--- config.mk ---
export PLATFORM = sky130hd
export DESIGN_NAME = ieee488_status_reporting
export DESIGN_NICKNAME = d
export VERILOG_FILES = /design/src/logic/status_pkg.sv /design/src/logic/ident_if.sv /design/src/logic/ident_streamer.sv /design/src/logic/ieee488_status_reporting.sv
export SDC_FILE = /design/constraint.sdc
export NUM_CORES = 1
export LEC_CHECK = 0
export BUFFER_PORTS_ARGS = -buffer_cell sky130_fd_sc_hd__clkbuf_2
export CAP_MARGIN = 0
export CORE_ASPECT_RATIO = 1.1
export CORE_MARGIN = 4
export CORE_UTILIZATION = 54
export DETAILED_ROUTE_END_ITERATION = 10
export GPL_ROUTABILITY_DRIVEN = 0
export PLACE_DENSITY_LB_ADDON = 0.2
export SYNTH_ARGS = -nofsm -noshare
export SYNTH_HDL_FRONTEND = slang
export SYNTH_HIERARCHICAL = 1
export SYNTH_SLANG_ARGS = --single-unit
export TNS_END_PERCENT = 50
--- constraint.sdc ---
create_clock -name core_clk -period 2 [get_ports core_clk]
set_input_delay 0 -clock core_clk [delete_from_list [all_inputs] [get_ports core_clk]]
set_output_delay 0 -clock core_clk [all_outputs]
set_load 0.02 [all_outputs]
--- src/logic/status_pkg.sv ---
// Shared constants and types for the status-reporting command core.
// Assumes one clock domain; commands arrive already parsed from the bus controller.
package status_pkg;

  // Standard event status bit positions
  localparam int unsigned EV_POWER_ON   = 7;
  localparam int unsigned EV_CMD_ERR    = 5;
  localparam int unsigned EV_EXEC_ERR   = 4;
  localparam int unsigned EV_DEV_ERR    = 3;
  localparam int unsigned EV_QUERY_ERR  = 2;
  localparam int unsigned EV_OP_DONE    = 0;
  localparam logic [7:0]  EV_USED_MASK  = 8'hbd;   // Bits 6 and 1 unused
  localparam logic [7:0]  EV_STATUS_RESET = 8'h80; // Power-on pending after reset
  localparam logic [7:0]  EV_MASK_RESET   = 8'h00;

  // Status byte bit positions
  localparam int unsigned SB_OPER       = 7;
  localparam int unsigned SB_MASTER     = 6;
  localparam int unsigned SB_EVENT_SUM  = 5;
  localparam int unsigned SB_MSG_AVAIL  = 4;
  localparam int unsigned SB_QUES       = 3;
  localparam int unsigned SB_ERR_QUEUE  = 2;
  localparam logic [7:0]  SRQ_WRITABLE  = 8'hbf;   // Bit 6 of the mask cannot be set
  localparam logic [7:0]  SRQ_MASK_RESET = 8'h00;

  // Error number class boundaries
  localparam logic [9:0]  ERR_CLASS_1 = 10'd100;
  localparam logic [9:0]  ERR_CLASS_2 = 10'd200;
  localparam logic [9:0]  ERR_CLASS_3 = 10'd300;
  localparam logic [9:0]  ERR_CLASS_4 = 10'd400;
  localparam logic [9:0]  ERR_CLASS_5 = 10'd500;

  // Response characters and identification layout
  localparam logic [7:0]  ASCII_ONE    = 8'h31;
  localparam int unsigned IDENT_LEN    = 47;

  typedef enum logic [3:0] {
    CMD_CLEAR_STATUS       = 4'h0,
    CMD_EVENT_MASK_WRITE   = 4'h1,
    CMD_EVENT_MASK_QUERY   = 4'h2,
    CMD_EVENT_STATUS_QUERY = 4'h3,
    CMD_IDENT_QUERY        = 4'h4,
    CMD_OPC_SET            = 4'h5,
    CMD_OPC_QUERY          = 4'h6,
    CMD_RESET              = 4'h7,
    CMD_SRQ_MASK_WRITE     = 4'h8,
    CMD_SRQ_MASK_QUERY     = 4'h9,
    CMD_STATUS_BYTE_QUERY  = 4'ha,
    CMD_SELF_TEST          = 4'hb,
    CMD_SERIAL_POLL        = 4'hc
  } cmd_t;

  typedef enum logic [1:0] {
    ST_IDLE      = 2'b00,
    ST_OPC_WAIT  = 2'b01,
    ST_TEST_WAIT = 2'b11,
    ST_IDENT     = 2'b10
  } ctl_state_t;

endpackage

--- src/logic/ident_if.sv ---
// Carrier between the command core and the identification string streamer.
// Assumes both ends run on the same clock.
`timescale 1ns/1ps
interface ident_if;
  logic       start;
  logic       fw_updated;
  logic       valid;
  logic [7:0] data;
  logic       last;

  modport source (input start, input fw_updated, output valid, output data, output last);
  modport sink   (output start, output fw_updated, input valid, input data, input last);
endinterface

--- src/logic/ident_streamer.sv ---
// Streams the identification answer one character per cycle.
// Assumes start is a one-cycle pulse given only while idle.
`timescale 1ns/1ps
module ident_streamer
  import status_pkg::*;
#(
  parameter logic [8*8-1:0]  MAKER_TEXT = "MAKER   ", // Arbitrary neutral value
  parameter logic [8*16-1:0] MODEL_TEXT = "MODEL-0000-0000 ",
  parameter logic [8*15-1:0] MFG_TEXT   = "01012000-000001",
  parameter logic [7:0]      REV_MAJOR  = 8'h31,
  parameter logic [15:0]     REV_MINOR  = 16'h3030
)
(
  // Clock and reset
  input wire logic         core_clk,
  input wire logic         rst_n,
  // Link to the command core
  ident_if.source          link
);

  typedef struct packed {
    logic       busy;
    logic [5:0] idx;
    logic       valid;
    logic [7:0] data;
    logic       last;
  } stream_regs_t;

  stream_regs_t cur;
  stream_regs_t next_cur;
  logic [8*IDENT_LEN-1:0] text;

  // Whole answer: maker, model, manufacturing data, firmware revision
  always_comb
  begin
    text = {MAKER_TEXT, 8'h2c, MODEL_TEXT, 8'h2c, MFG_TEXT, 8'h2c,
            (link.fw_updated ? 8'h76 : 8'h56), REV_MAJOR, 8'h2e, REV_MINOR}; // [RULE11] [RULE12]
  end

  // Walk the characters; data comes from flops
  always_comb
  begin
    next_cur = cur;
    next_cur.valid = 1'b0;
    next_cur.last = 1'b0;
    if (!cur.busy && link.start)
    begin
      next_cur.busy = 1'b1;
      next_cur.idx = '0;
    end
    else if (cur.busy)
    begin
      next_cur.valid = 1'b1;
      next_cur.data = text[8*(IDENT_LEN-1-int'(cur.idx)) +: 8]; // [RULE11]
      next_cur.last = (int'(cur.idx) == IDENT_LEN-1);
      next_cur.idx = cur.idx + 6'h01;
      if (int'(cur.idx) == IDENT_LEN-1)
        next_cur.busy = 1'b0;
    end
  end

  always_ff @(posedge core_clk or negedge rst_n)
  begin
    if (!rst_n)
      cur <= '0;
    else
      cur <= next_cur;
  end

  assign link.valid = cur.valid;
  assign link.data  = cur.data;
  assign link.last  = cur.last;

endmodule

--- src/logic/ieee488_status_reporting.sv ---
// Status-reporting core: event status, masks, status byte and common commands.
// Assumes parsed commands from a bus controller and same-clock event inputs.
`timescale 1ns/1ps

// Functional notes
// [RULE1] Clear-status zeroes event status, status byte, error queue; masks untouched.
// [RULE2] Eight-bit event enable mask, any value 0..255, reads back, resets to zero.
// [RULE3] Event summary bit 5 is OR of event status ANDed with enable mask.
// [RULE4] Event bits: power-on 7, command 5, exec 4, device 3, query 2, done 0.
// [RULE5] Event status query returns the value then clears the register.
// [RULE6] Error 1xx sets command error; error 2xx sets execution error.
// [RULE7] Error 3xx sets device error; error 4xx sets query error.
// [RULE8] Regulation error with its questionable bit set also sets device error.
// [RULE9] Operation-complete command sets bit 0 after pending work; commands continue.
// [RULE10] Operation-complete query answers ASCII one after pending work, blocking commands.
// [RULE11] Identification answer: maker, model, manufacturing data, firmware revision.
// [RULE12] Revision starts with V for factory firmware, v for updated firmware.
// [RULE13] First event status query after power-up shows the power-on bit.
// [RULE14] Status byte query returns status byte with master summary, clears nothing.
// [RULE15] Reset command turns output off, zero volts, minimum current.
// [RULE16] Self-test query answers 0 on pass, 1 on fail.
// [RULE17] Status byte: oper 7, master 6, event 5, message 4, ques 3, errors 2.
// [RULE18] Bit 6 is OR of enabled status bits; poll copy clears on serial poll.
// [RULE19] Unused event status bits read zero and never feed the summary.
module ieee488_status_reporting
  import status_pkg::*;
#(
  parameter int unsigned     ERR_CNT_W  = 4,
  parameter logic [8*8-1:0]  MAKER_TEXT = "MAKER   ", // Arbitrary neutral value
  parameter logic [8*16-1:0] MODEL_TEXT = "MODEL-0000-0000 ",
  parameter logic [8*15-1:0] MFG_TEXT   = "01012000-000001",
  parameter logic [7:0]      REV_MAJOR  = 8'h31,
  parameter logic [15:0]     REV_MINOR  = 16'h3030
)
(
  // Clock and reset
  input  wire logic                 core_clk,
  input  wire logic                 reset_n,
  // Command port
  input  wire logic                 cmd_valid,
  input  wire status_pkg::cmd_t     cmd_code,
  input  wire logic [7:0]           cmd_arg,
  output wire logic                 cmd_ready,
  // Response port
  output wire logic                 resp_valid,
  output wire logic [7:0]           resp_data,
  output wire logic                 resp_text,
  output wire logic                 resp_last,
  // Error and regulation events
  input  wire logic                 err_valid,
  input  wire logic [9:0]           err_code,
  input  wire logic                 err_read,
  input  wire logic                 reg_err_valid,
  input  wire logic                 ques_reg_bit,
  // Summaries and progress from neighbouring logic
  input  wire logic                 oper_summary,
  input  wire logic                 ques_summary,
  input  wire logic                 msg_available,
  input  wire logic                 ops_pending,
  input  wire logic                 fw_updated,
  // Actions toward the rest of the supply
  output wire logic                 clear_oper_ques,
  output wire logic                 reset_levels,
  output wire logic                 selftest_start,
  input  wire logic                 selftest_done,
  input  wire logic                 selftest_fail,
  // Service request
  output wire logic                 service_request
);

  typedef struct packed {
    ctl_state_t           state;
    logic [7:0]           standard_event_status;
    logic [7:0]           standard_event_enable_mask;
    logic [7:0]           service_request_enable;
    logic                 poll_request;
    logic                 master_prev;
    logic                 opc_armed;
    logic [ERR_CNT_W-1:0] err_count;
    logic                 resp_valid;
    logic                 resp_text;
    logic                 resp_last;
    logic [7:0]           resp_data;
    logic                 clr_pulse;
    logic                 rst_pulse;
    logic                 tst_pulse;
  } ctl_regs_t;

  ctl_regs_t  cur;
  ctl_regs_t  next_cur;
  logic [1:0] rst_sync;
  logic       rst_n;
  logic       accept;
  logic [7:0] ev_set;
  logic [7:0] status_byte;
  logic       master_sum;
  logic       event_clear;
  logic       poll_clear;
  ident_if    ident ();

  // Elaboration check on the error counter width
  // A one-bit counter would need a zero-width replication in the clear path
  if (ERR_CNT_W < 2 || ERR_CNT_W > 8)
  begin : g_bad_width
    $error("ERR_CNT_W must lie between 2 and 8");
  end

  // Reset release through two flops; assertion is immediate
  always_ff @(posedge core_clk or negedge reset_n)
  begin
    if (!reset_n)
      rst_sync <= 2'b00;
    else
      rst_sync <= {rst_sync[0], 1'b1};
  end
  assign rst_n = rst_sync[1];

  ident_streamer #(
    .MAKER_TEXT (MAKER_TEXT),
    .MODEL_TEXT (MODEL_TEXT),
    .MFG_TEXT   (MFG_TEXT),
    .REV_MAJOR  (REV_MAJOR),
    .REV_MINOR  (REV_MINOR)
  ) u_ident (
    .core_clk (core_clk),
    .rst_n    (rst_n),
    .link     (ident.source)
  );

  // Only the idle state takes commands, so the opc query and streaming block the port
  assign cmd_ready = (cur.state == ST_IDLE); // [RULE10]
  assign accept = cmd_valid && cmd_ready;
  assign ident.start = accept && (cmd_code == CMD_IDENT_QUERY);
  assign ident.fw_updated = fw_updated;

  // Status byte summaries come straight from current state
  always_comb
  begin
    status_byte = 8'h00;
    status_byte[SB_OPER] = oper_summary; // [RULE17]
    status_byte[SB_EVENT_SUM] = |(cur.standard_event_status &
                                  cur.standard_event_enable_mask & EV_USED_MASK); // [RULE3] [RULE19]
    status_byte[SB_MSG_AVAIL] = msg_available;
    status_byte[SB_QUES] = ques_summary;
    status_byte[SB_ERR_QUEUE] = (cur.err_count != '0);
    master_sum = |(status_byte & cur.service_request_enable & SRQ_WRITABLE); // [RULE18]
    status_byte[SB_MASTER] = master_sum; // [RULE14]
  end

  // Event sources for this cycle; error numbers classed by hundreds
  always_comb
  begin
    ev_set = 8'h00;
    if (err_valid)
    begin
      ev_set[EV_CMD_ERR] = (err_code >= ERR_CLASS_1) && (err_code < ERR_CLASS_2); // [RULE6]
      ev_set[EV_EXEC_ERR] = (err_code >= ERR_CLASS_2) && (err_code < ERR_CLASS_3); // [RULE6]
      ev_set[EV_DEV_ERR] = (err_code >= ERR_CLASS_3) && (err_code < ERR_CLASS_4); // [RULE7]
      ev_set[EV_QUERY_ERR] = (err_code >= ERR_CLASS_4) && (err_code < ERR_CLASS_5); // [RULE7]
    end
    if (reg_err_valid && ques_reg_bit)
      ev_set[EV_DEV_ERR] = 1'b1; // [RULE8]
    if (cur.opc_armed && !ops_pending)
      ev_set[EV_OP_DONE] = 1'b1; // [RULE9]
  end

  // Command decode and sequencing
  always_comb
  begin
    next_cur = cur;
    next_cur.resp_valid = 1'b0;
    next_cur.resp_text = 1'b0;
    next_cur.resp_last = 1'b0;
    next_cur.clr_pulse = 1'b0;
    next_cur.rst_pulse = 1'b0;
    next_cur.tst_pulse = 1'b0;
    event_clear = 1'b0;
    poll_clear = 1'b0;
    if (ev_set[EV_OP_DONE])
      next_cur.opc_armed = 1'b0;
    case (cur.state)
      ST_IDLE:
      begin
        if (accept)
        begin
          case (cmd_code)
            CMD_CLEAR_STATUS:
            begin
              event_clear = 1'b1; // [RULE1]
              poll_clear = 1'b1;
              next_cur.clr_pulse = 1'b1;
              next_cur.opc_armed = 1'b0;
            end
            CMD_EVENT_MASK_WRITE: next_cur.standard_event_enable_mask = cmd_arg; // [RULE2]
            CMD_EVENT_MASK_QUERY:
            begin
              next_cur.resp_valid = 1'b1;
              next_cur.resp_last = 1'b1;
              next_cur.resp_data = cur.standard_event_enable_mask; // [RULE2]
            end
            CMD_EVENT_STATUS_QUERY:
            begin
              next_cur.resp_valid = 1'b1;
              next_cur.resp_last = 1'b1;
              next_cur.resp_data = cur.standard_event_status; // [RULE5] [RULE13]
              event_clear = 1'b1;
            end
            CMD_IDENT_QUERY: next_cur.state = ST_IDENT;
            CMD_OPC_SET: next_cur.opc_armed = 1'b1; // [RULE9]
            CMD_OPC_QUERY: next_cur.state = ST_OPC_WAIT;
            CMD_RESET: next_cur.rst_pulse = 1'b1; // [RULE15]
            CMD_SRQ_MASK_WRITE: next_cur.service_request_enable = cmd_arg & SRQ_WRITABLE;
            CMD_SRQ_MASK_QUERY:
            begin
              next_cur.resp_valid = 1'b1;
              next_cur.resp_last = 1'b1;
              next_cur.resp_data = cur.service_request_enable;
            end
            CMD_STATUS_BYTE_QUERY:
            begin
              next_cur.resp_valid = 1'b1;
              next_cur.resp_last = 1'b1;
              next_cur.resp_data = status_byte; // [RULE14]
            end
            CMD_SERIAL_POLL:
            begin
              next_cur.resp_valid = 1'b1;
              next_cur.resp_last = 1'b1;
              next_cur.resp_data = status_byte;
              next_cur.resp_data[SB_MASTER] = cur.poll_request; // [RULE18]
              poll_clear = 1'b1;
            end
            CMD_SELF_TEST:
            begin
              next_cur.tst_pulse = 1'b1;
              next_cur.state = ST_TEST_WAIT;
            end
            default: next_cur.state = ST_IDLE;
          endcase
        end
      end
      ST_OPC_WAIT:
      begin
        // Later commands wait here until all output work has settled
        if (!ops_pending)
        begin
          next_cur.resp_valid = 1'b1; // [RULE10]
          next_cur.resp_text = 1'b1;
          next_cur.resp_last = 1'b1;
          next_cur.resp_data = ASCII_ONE;
          next_cur.state = ST_IDLE;
        end
      end
      ST_TEST_WAIT:
      begin
        if (selftest_done)
        begin
          next_cur.resp_valid = 1'b1;
          next_cur.resp_last = 1'b1;
          next_cur.resp_data = {7'h00, selftest_fail}; // [RULE16]
          next_cur.state = ST_IDLE;
        end
      end
      ST_IDENT:
      begin
        if (ident.valid)
        begin
          next_cur.resp_valid = 1'b1;
          next_cur.resp_text = 1'b1;
          next_cur.resp_last = ident.last;
          next_cur.resp_data = ident.data; // [RULE11]
          if (ident.last)
            next_cur.state = ST_IDLE;
        end
      end
      default: next_cur.state = ST_IDLE;
    endcase

    // New events win over a clear in the same cycle; unused bits stay zero
    next_cur.standard_event_status =
      ((event_clear ? 8'h00 : cur.standard_event_status) | ev_set) & EV_USED_MASK; // [RULE4] [RULE19]

    // Poll copy of the master summary latches on a rise, dropped by a poll
    next_cur.master_prev = master_sum;
    next_cur.poll_request = (cur.poll_request && !poll_clear) ||
                            (master_sum && !cur.master_prev); // [RULE18]

    // Error queue occupancy; a new error outlives a clear in the same cycle
    if (event_clear && poll_clear)
      next_cur.err_count = {{(ERR_CNT_W-1){1'b0}}, err_valid}; // [RULE1]
    else if (err_valid && !err_read && !(&cur.err_count))
      next_cur.err_count = cur.err_count + 1'b1;
    else if (err_read && !err_valid && (cur.err_count != '0))
      next_cur.err_count = cur.err_count - 1'b1;
  end

  always_ff @(posedge core_clk or negedge rst_n)
  begin
    if (!rst_n)
    begin
      cur <= '0;
      cur.state <= ST_IDLE;
      cur.standard_event_status <= EV_STATUS_RESET; // [RULE13]
      cur.standard_event_enable_mask <= EV_MASK_RESET; // [RULE2]
      cur.service_request_enable <= SRQ_MASK_RESET;
    end
    else
      cur <= next_cur;
  end

  assign resp_valid      = cur.resp_valid;
  assign resp_data       = cur.resp_data;
  assign resp_text       = cur.resp_text;
  assign resp_last       = cur.resp_last;
  assign clear_oper_ques = cur.clr_pulse; // Neighbouring trees clear their event registers
  assign reset_levels    = cur.rst_pulse; // Output off, zero volts, minimum current
  assign selftest_start  = cur.tst_pulse;
  assign service_request = cur.poll_request;
endmodule

==> results.json <==
{
  "cts_htree_levels": 3,
  "portBuffers": 49,
  "p_int_uw": 4220,
  "drt-initial-drc-count": 309,
  "p_clk_share_pct": 12.5,
  "clk_path_buf_depth": 2,
  "cp_slowest_cell": "or4_1",
  "launch_instance_of_the_worst_register_to_register_path": "cur[15]",
  "fp.dieArea_mm2": 0.00976,
  "final_net_count": 612,
  "min-delay-start": "err_code[7]",
  "synth.top_cells.by_count": "dfrtp_1, nand2_1, a21oi_1, mux2_2, o21ai_0",
  "setup-violations-final": 0,
  "cp_data_arrival_time_ns": 2.14,
  "post_layout_min_period_ns": 1.92,
  "yosys.area.top_type_share_pct": 34.3,
  "worstReg2RegEnd": "resp_data[2]",
  "gr-total-overflow": 0,
  "comb_power_share_pct": 60.1,
  "floorplan.initialDensity_pct": 56.0,
  "cp.required_ns": 2.22,
  "cts_clock_pin_slew_for_the_worst_setup_and_hold_paths_ns": 0.07,
  "grt_pass1_wl_um": 19100,
  "status": "complete, no violations",
  "ant_nets": 0,
  "cellLeakagePower_uw": 0.00231,
  "rows": 34,
  "grt_antenna_before_repair": 0,
  "detailed_place_hpwl_um": 8710,
  "hold_path_end": "cur[42]",
  "post-synth-top-count-cell": "dfrtp_1",
  "finish.instance_area_mm2": 0.00534,
  "synth.cell_area_mm2": 0.00445,
  "maxClockFrequency_mhz": 521,
  "cts_tree": "done",
  "coreArea_mm2": 0.00796,
  "antenna-diode-count": 0,
  "vdd.ir_drop.worst_uv": 874,
  "die_height_um": 103,
  "critical_path.startpoint_type": "register",
  "cts-buffers-inserted": 9,
  "worstPathCellList": "or4_1, a222oi_1, a2bb2oi_1, o21ai_0",
  "powerDensity_mw_per_mm2": 1410,
  "cts.sink_count": 62,
  "critPathTopFamily": "compound AO/OA/AOI/OAI gates",
  "dieWidth_um": 94.6,
  "timing.critical_path.slowest_cell_delay_ns": 0.61,
  "layout.core_utilization_pct": 67.1,
  "dominantRegCellSynth": "dfrtp_1",
  "vias_per_cell": 6.17,
  "avgRoutedWirePerCell_um": 17.6,
  "ys_types": 79,
  "pin_count_of_the_biggest_net_entering_global_routing": 31,
  "yosysSeqAreaShare_pct": 34.9,
  "areaGrowthSynthToFinish_pct": 19.8,
  "timing.critical_path.buf_inv": 0,
  "rrSetupSlack_ns": 0.08,
  "groute.usage.overall_pct": 25.1,
  "critical_path_type": "register to register",
  "critPathCaptureType": "register",
  "worst_hold_path.num_cells": 3,
  "worst_clock_skew_ns": 0.0133,
  "crit_start": "cur[15]",
  "timing.final.hold_violations": 0,
  "cts_root_buf": "clkbuf_8",
  "finalNonFillerCells": 680,
  "r2r_cells": 4,
  "post-route-period-util_pct": 96.0,
  "dp_cells": 643,
  "power.switching_fraction_pct": 43.8,
  "worstMarginPinSlew_ns": 0.532,
  "yosys_warnings": 6,
  "share_seq_of_total_power_pct": 27.4,
  "layout.filler_cells": 658,
  "report.final.slew_viol_count": 0,
  "kind_of_path_behind_the_tightest_hold_check": "input port to register",
  "pin_count": 52,
  "drc": 0,
  "syn_area_per_cell_um2": 9.13,
  "max_cap_viols": 0,
  "unrepaired_setup_endpoints_after_global_routing": "yes",
  "postSynthNetCount": 533,
  "drtPass1Iterations": 6,
  "synth.area.top_cells": "dfrtp_1, mux2_2, nand2_1",
  "synth_enable_flop_cells": 0,
  "post-layout-total-power_uw": 7510,
  "totalWireLength_um": 12000,
  "clock_latency_ns": 0.35,
  "synth-async-reset-ratio_pct": 100,
  "post-synth-top-area-cell": "dfrtp_1",
  "synth.ff_latch_count": 62,
  "first_global_vias": 3930,
  "worstPathMaxFanout": 3,
  "final_layout_size_suffix_gt1_share_pct": 30.6,
  "switchingPower_uw": 3290,
  "vias": 4193,
  "timing.slew.headroom_pct": 64.5,
  "postPlaceCellArea_mm2": 0.00488,
  "netlist_instances": 488
}
## kinds of logic after synthesis
kind of cell               share of synthesized area, %
and+or+nand+nor                                    19.1
AOI/OAI and AO/OA                                  23.3
buffers and inverters                              8.43
DFF                                                34.9
muxes                                              8.18
xor gates and xnor gates                           3.29
adders and majority gates                          2.70
other                                             0.169
## area by class of cell
type                       count  area [um2]  share of cell area [%]
clock buffer                  11         131                    2.46
clock inverter                 5        27.5                   0.516
inverter                      13        48.8                   0.914
multi-input combinational    364        2620                    49.1
sequential                    62        1560                    29.2
tap                          108         135                    2.53
timing repair buffer         117         815                    15.3
## metal layers
layer | vias to the layer above | share of wire [%] | global-route usage, % | wire, um
met1 | 1992 | 41 | 33.0 | 4960
li1 | 1945 | - | - | -
met5 | - | 0 | 0 | 0
met3 | 45 | 7.0 | 4.20 | 834
met4 | 0 | 3.3 | 12.1 | 398
met2 | 211 | 48 | 40.6 | 5770
## per-stage QoR
stage          TNS [ns]  setup WS [ns]  hold slack (ns)
6_report              0         0.0802           0.0607
4_1_cts               0        0.00115           0.0445
3_3_place_gp          0         0.0100           -0.214
3_5_place_dp    -0.0163        -0.0113           -0.214
5_1_grt          -0.154        -0.0648           0.0774
2_1_floorplan         0         0.0223           -0.296
## state kept, by name (all words and copies together) (netlist names)
name,count
clear_oper_ques,1
cur,29
reset_levels,1
resp_data,8
resp_last,1
resp_text,1
resp_valid,1
rst_sync,2
selftest_start,1
service_request,1
u_ident/cur,7
u_ident/link.data,7
u_ident/link.last,1
u_ident/link.valid,1
## worst min-delay path: stages
cell	delay, ns
clkbuf_2	0.12
o21ai_0	0.10
o21ai_0	0.14
## power by group through the flow
stage                     clock (uW)  combinational [uW]  sequential, uW
after CTS                        956                4220            2020
after global placement             0                4090            2030
after floorplan                    0                3080            1990
after global routing            1000                4920            2100
final                            939                4520            2060
after detailed placement           0                4150            2050
## worst max-delay path by stage
| stage | end | slack (ns) | cells after the start |
|---|---|---|---|
| 2_1_floorplan | cur[29] | 0.02 | 6 |
| 6_report | resp_data[2] | 0.08 | 4 |
| 3_3_place_gp | u_ident/link.data[3] | 0.01 | 8 |
| 4_1_cts | resp_data[6] | 0.001 | 6 |
| 3_5_place_dp | u_ident/link.data[3] | -0.01 | 8 |
| 5_1_grt | cur[17] | -0.06 | 8 |
## timing repair
| item | in CTS | in global routing |
|---|---|---|
| hold endpoints to repair | 23 | 0 |
| pin swaps | 0 | 7 |
| hold buffers | 17 | 0 |
| cloned | 0 | 1 |
| resized for setup | 1 | 20 |
| setup endpoints to repair | 2 | 24 |
| setup buffers | 0 | 3 |
## cell usage in the layout (no fill, tap or decap), types with 5 or more instances in the layout
cell type | Yosys | routed
o21ai_1 | 5 | 5
clkbuf_2 | 0 | 49
nand2_1 | 50 | 50
nand2b_1 | 13 | 13
mux2i_1 | 6 | 6
a21o_1 | 8 | 8
a222oi_1 | 5 | 5
buf_4 | 21 | 49
nand3b_1 | 5 | 5
a22oi_1 | 5 | 5
dlygate4sd3_1 | 0 | 17
nand3_1 | 12 | 12
mux2_2 | 25 | 25
dfrtp_1 | 61 | 57
xnor2_1 | 11 | 10
inv_1 | 10 | 10
ha_1 | 8 | 5
clkbuf_8 | 0 | 9
o22ai_1 | 7 | 7
o211ai_1 | 6 | 6
a21oi_1 | 28 | 25
a31oi_1 | 7 | 7
o21ai_0 | 25 | 25
nor2b_1 | 13 | 12
nor2_1 | 22 | 21
nor3_1 | 11 | 10
Power figures use the tool's default switching activity.
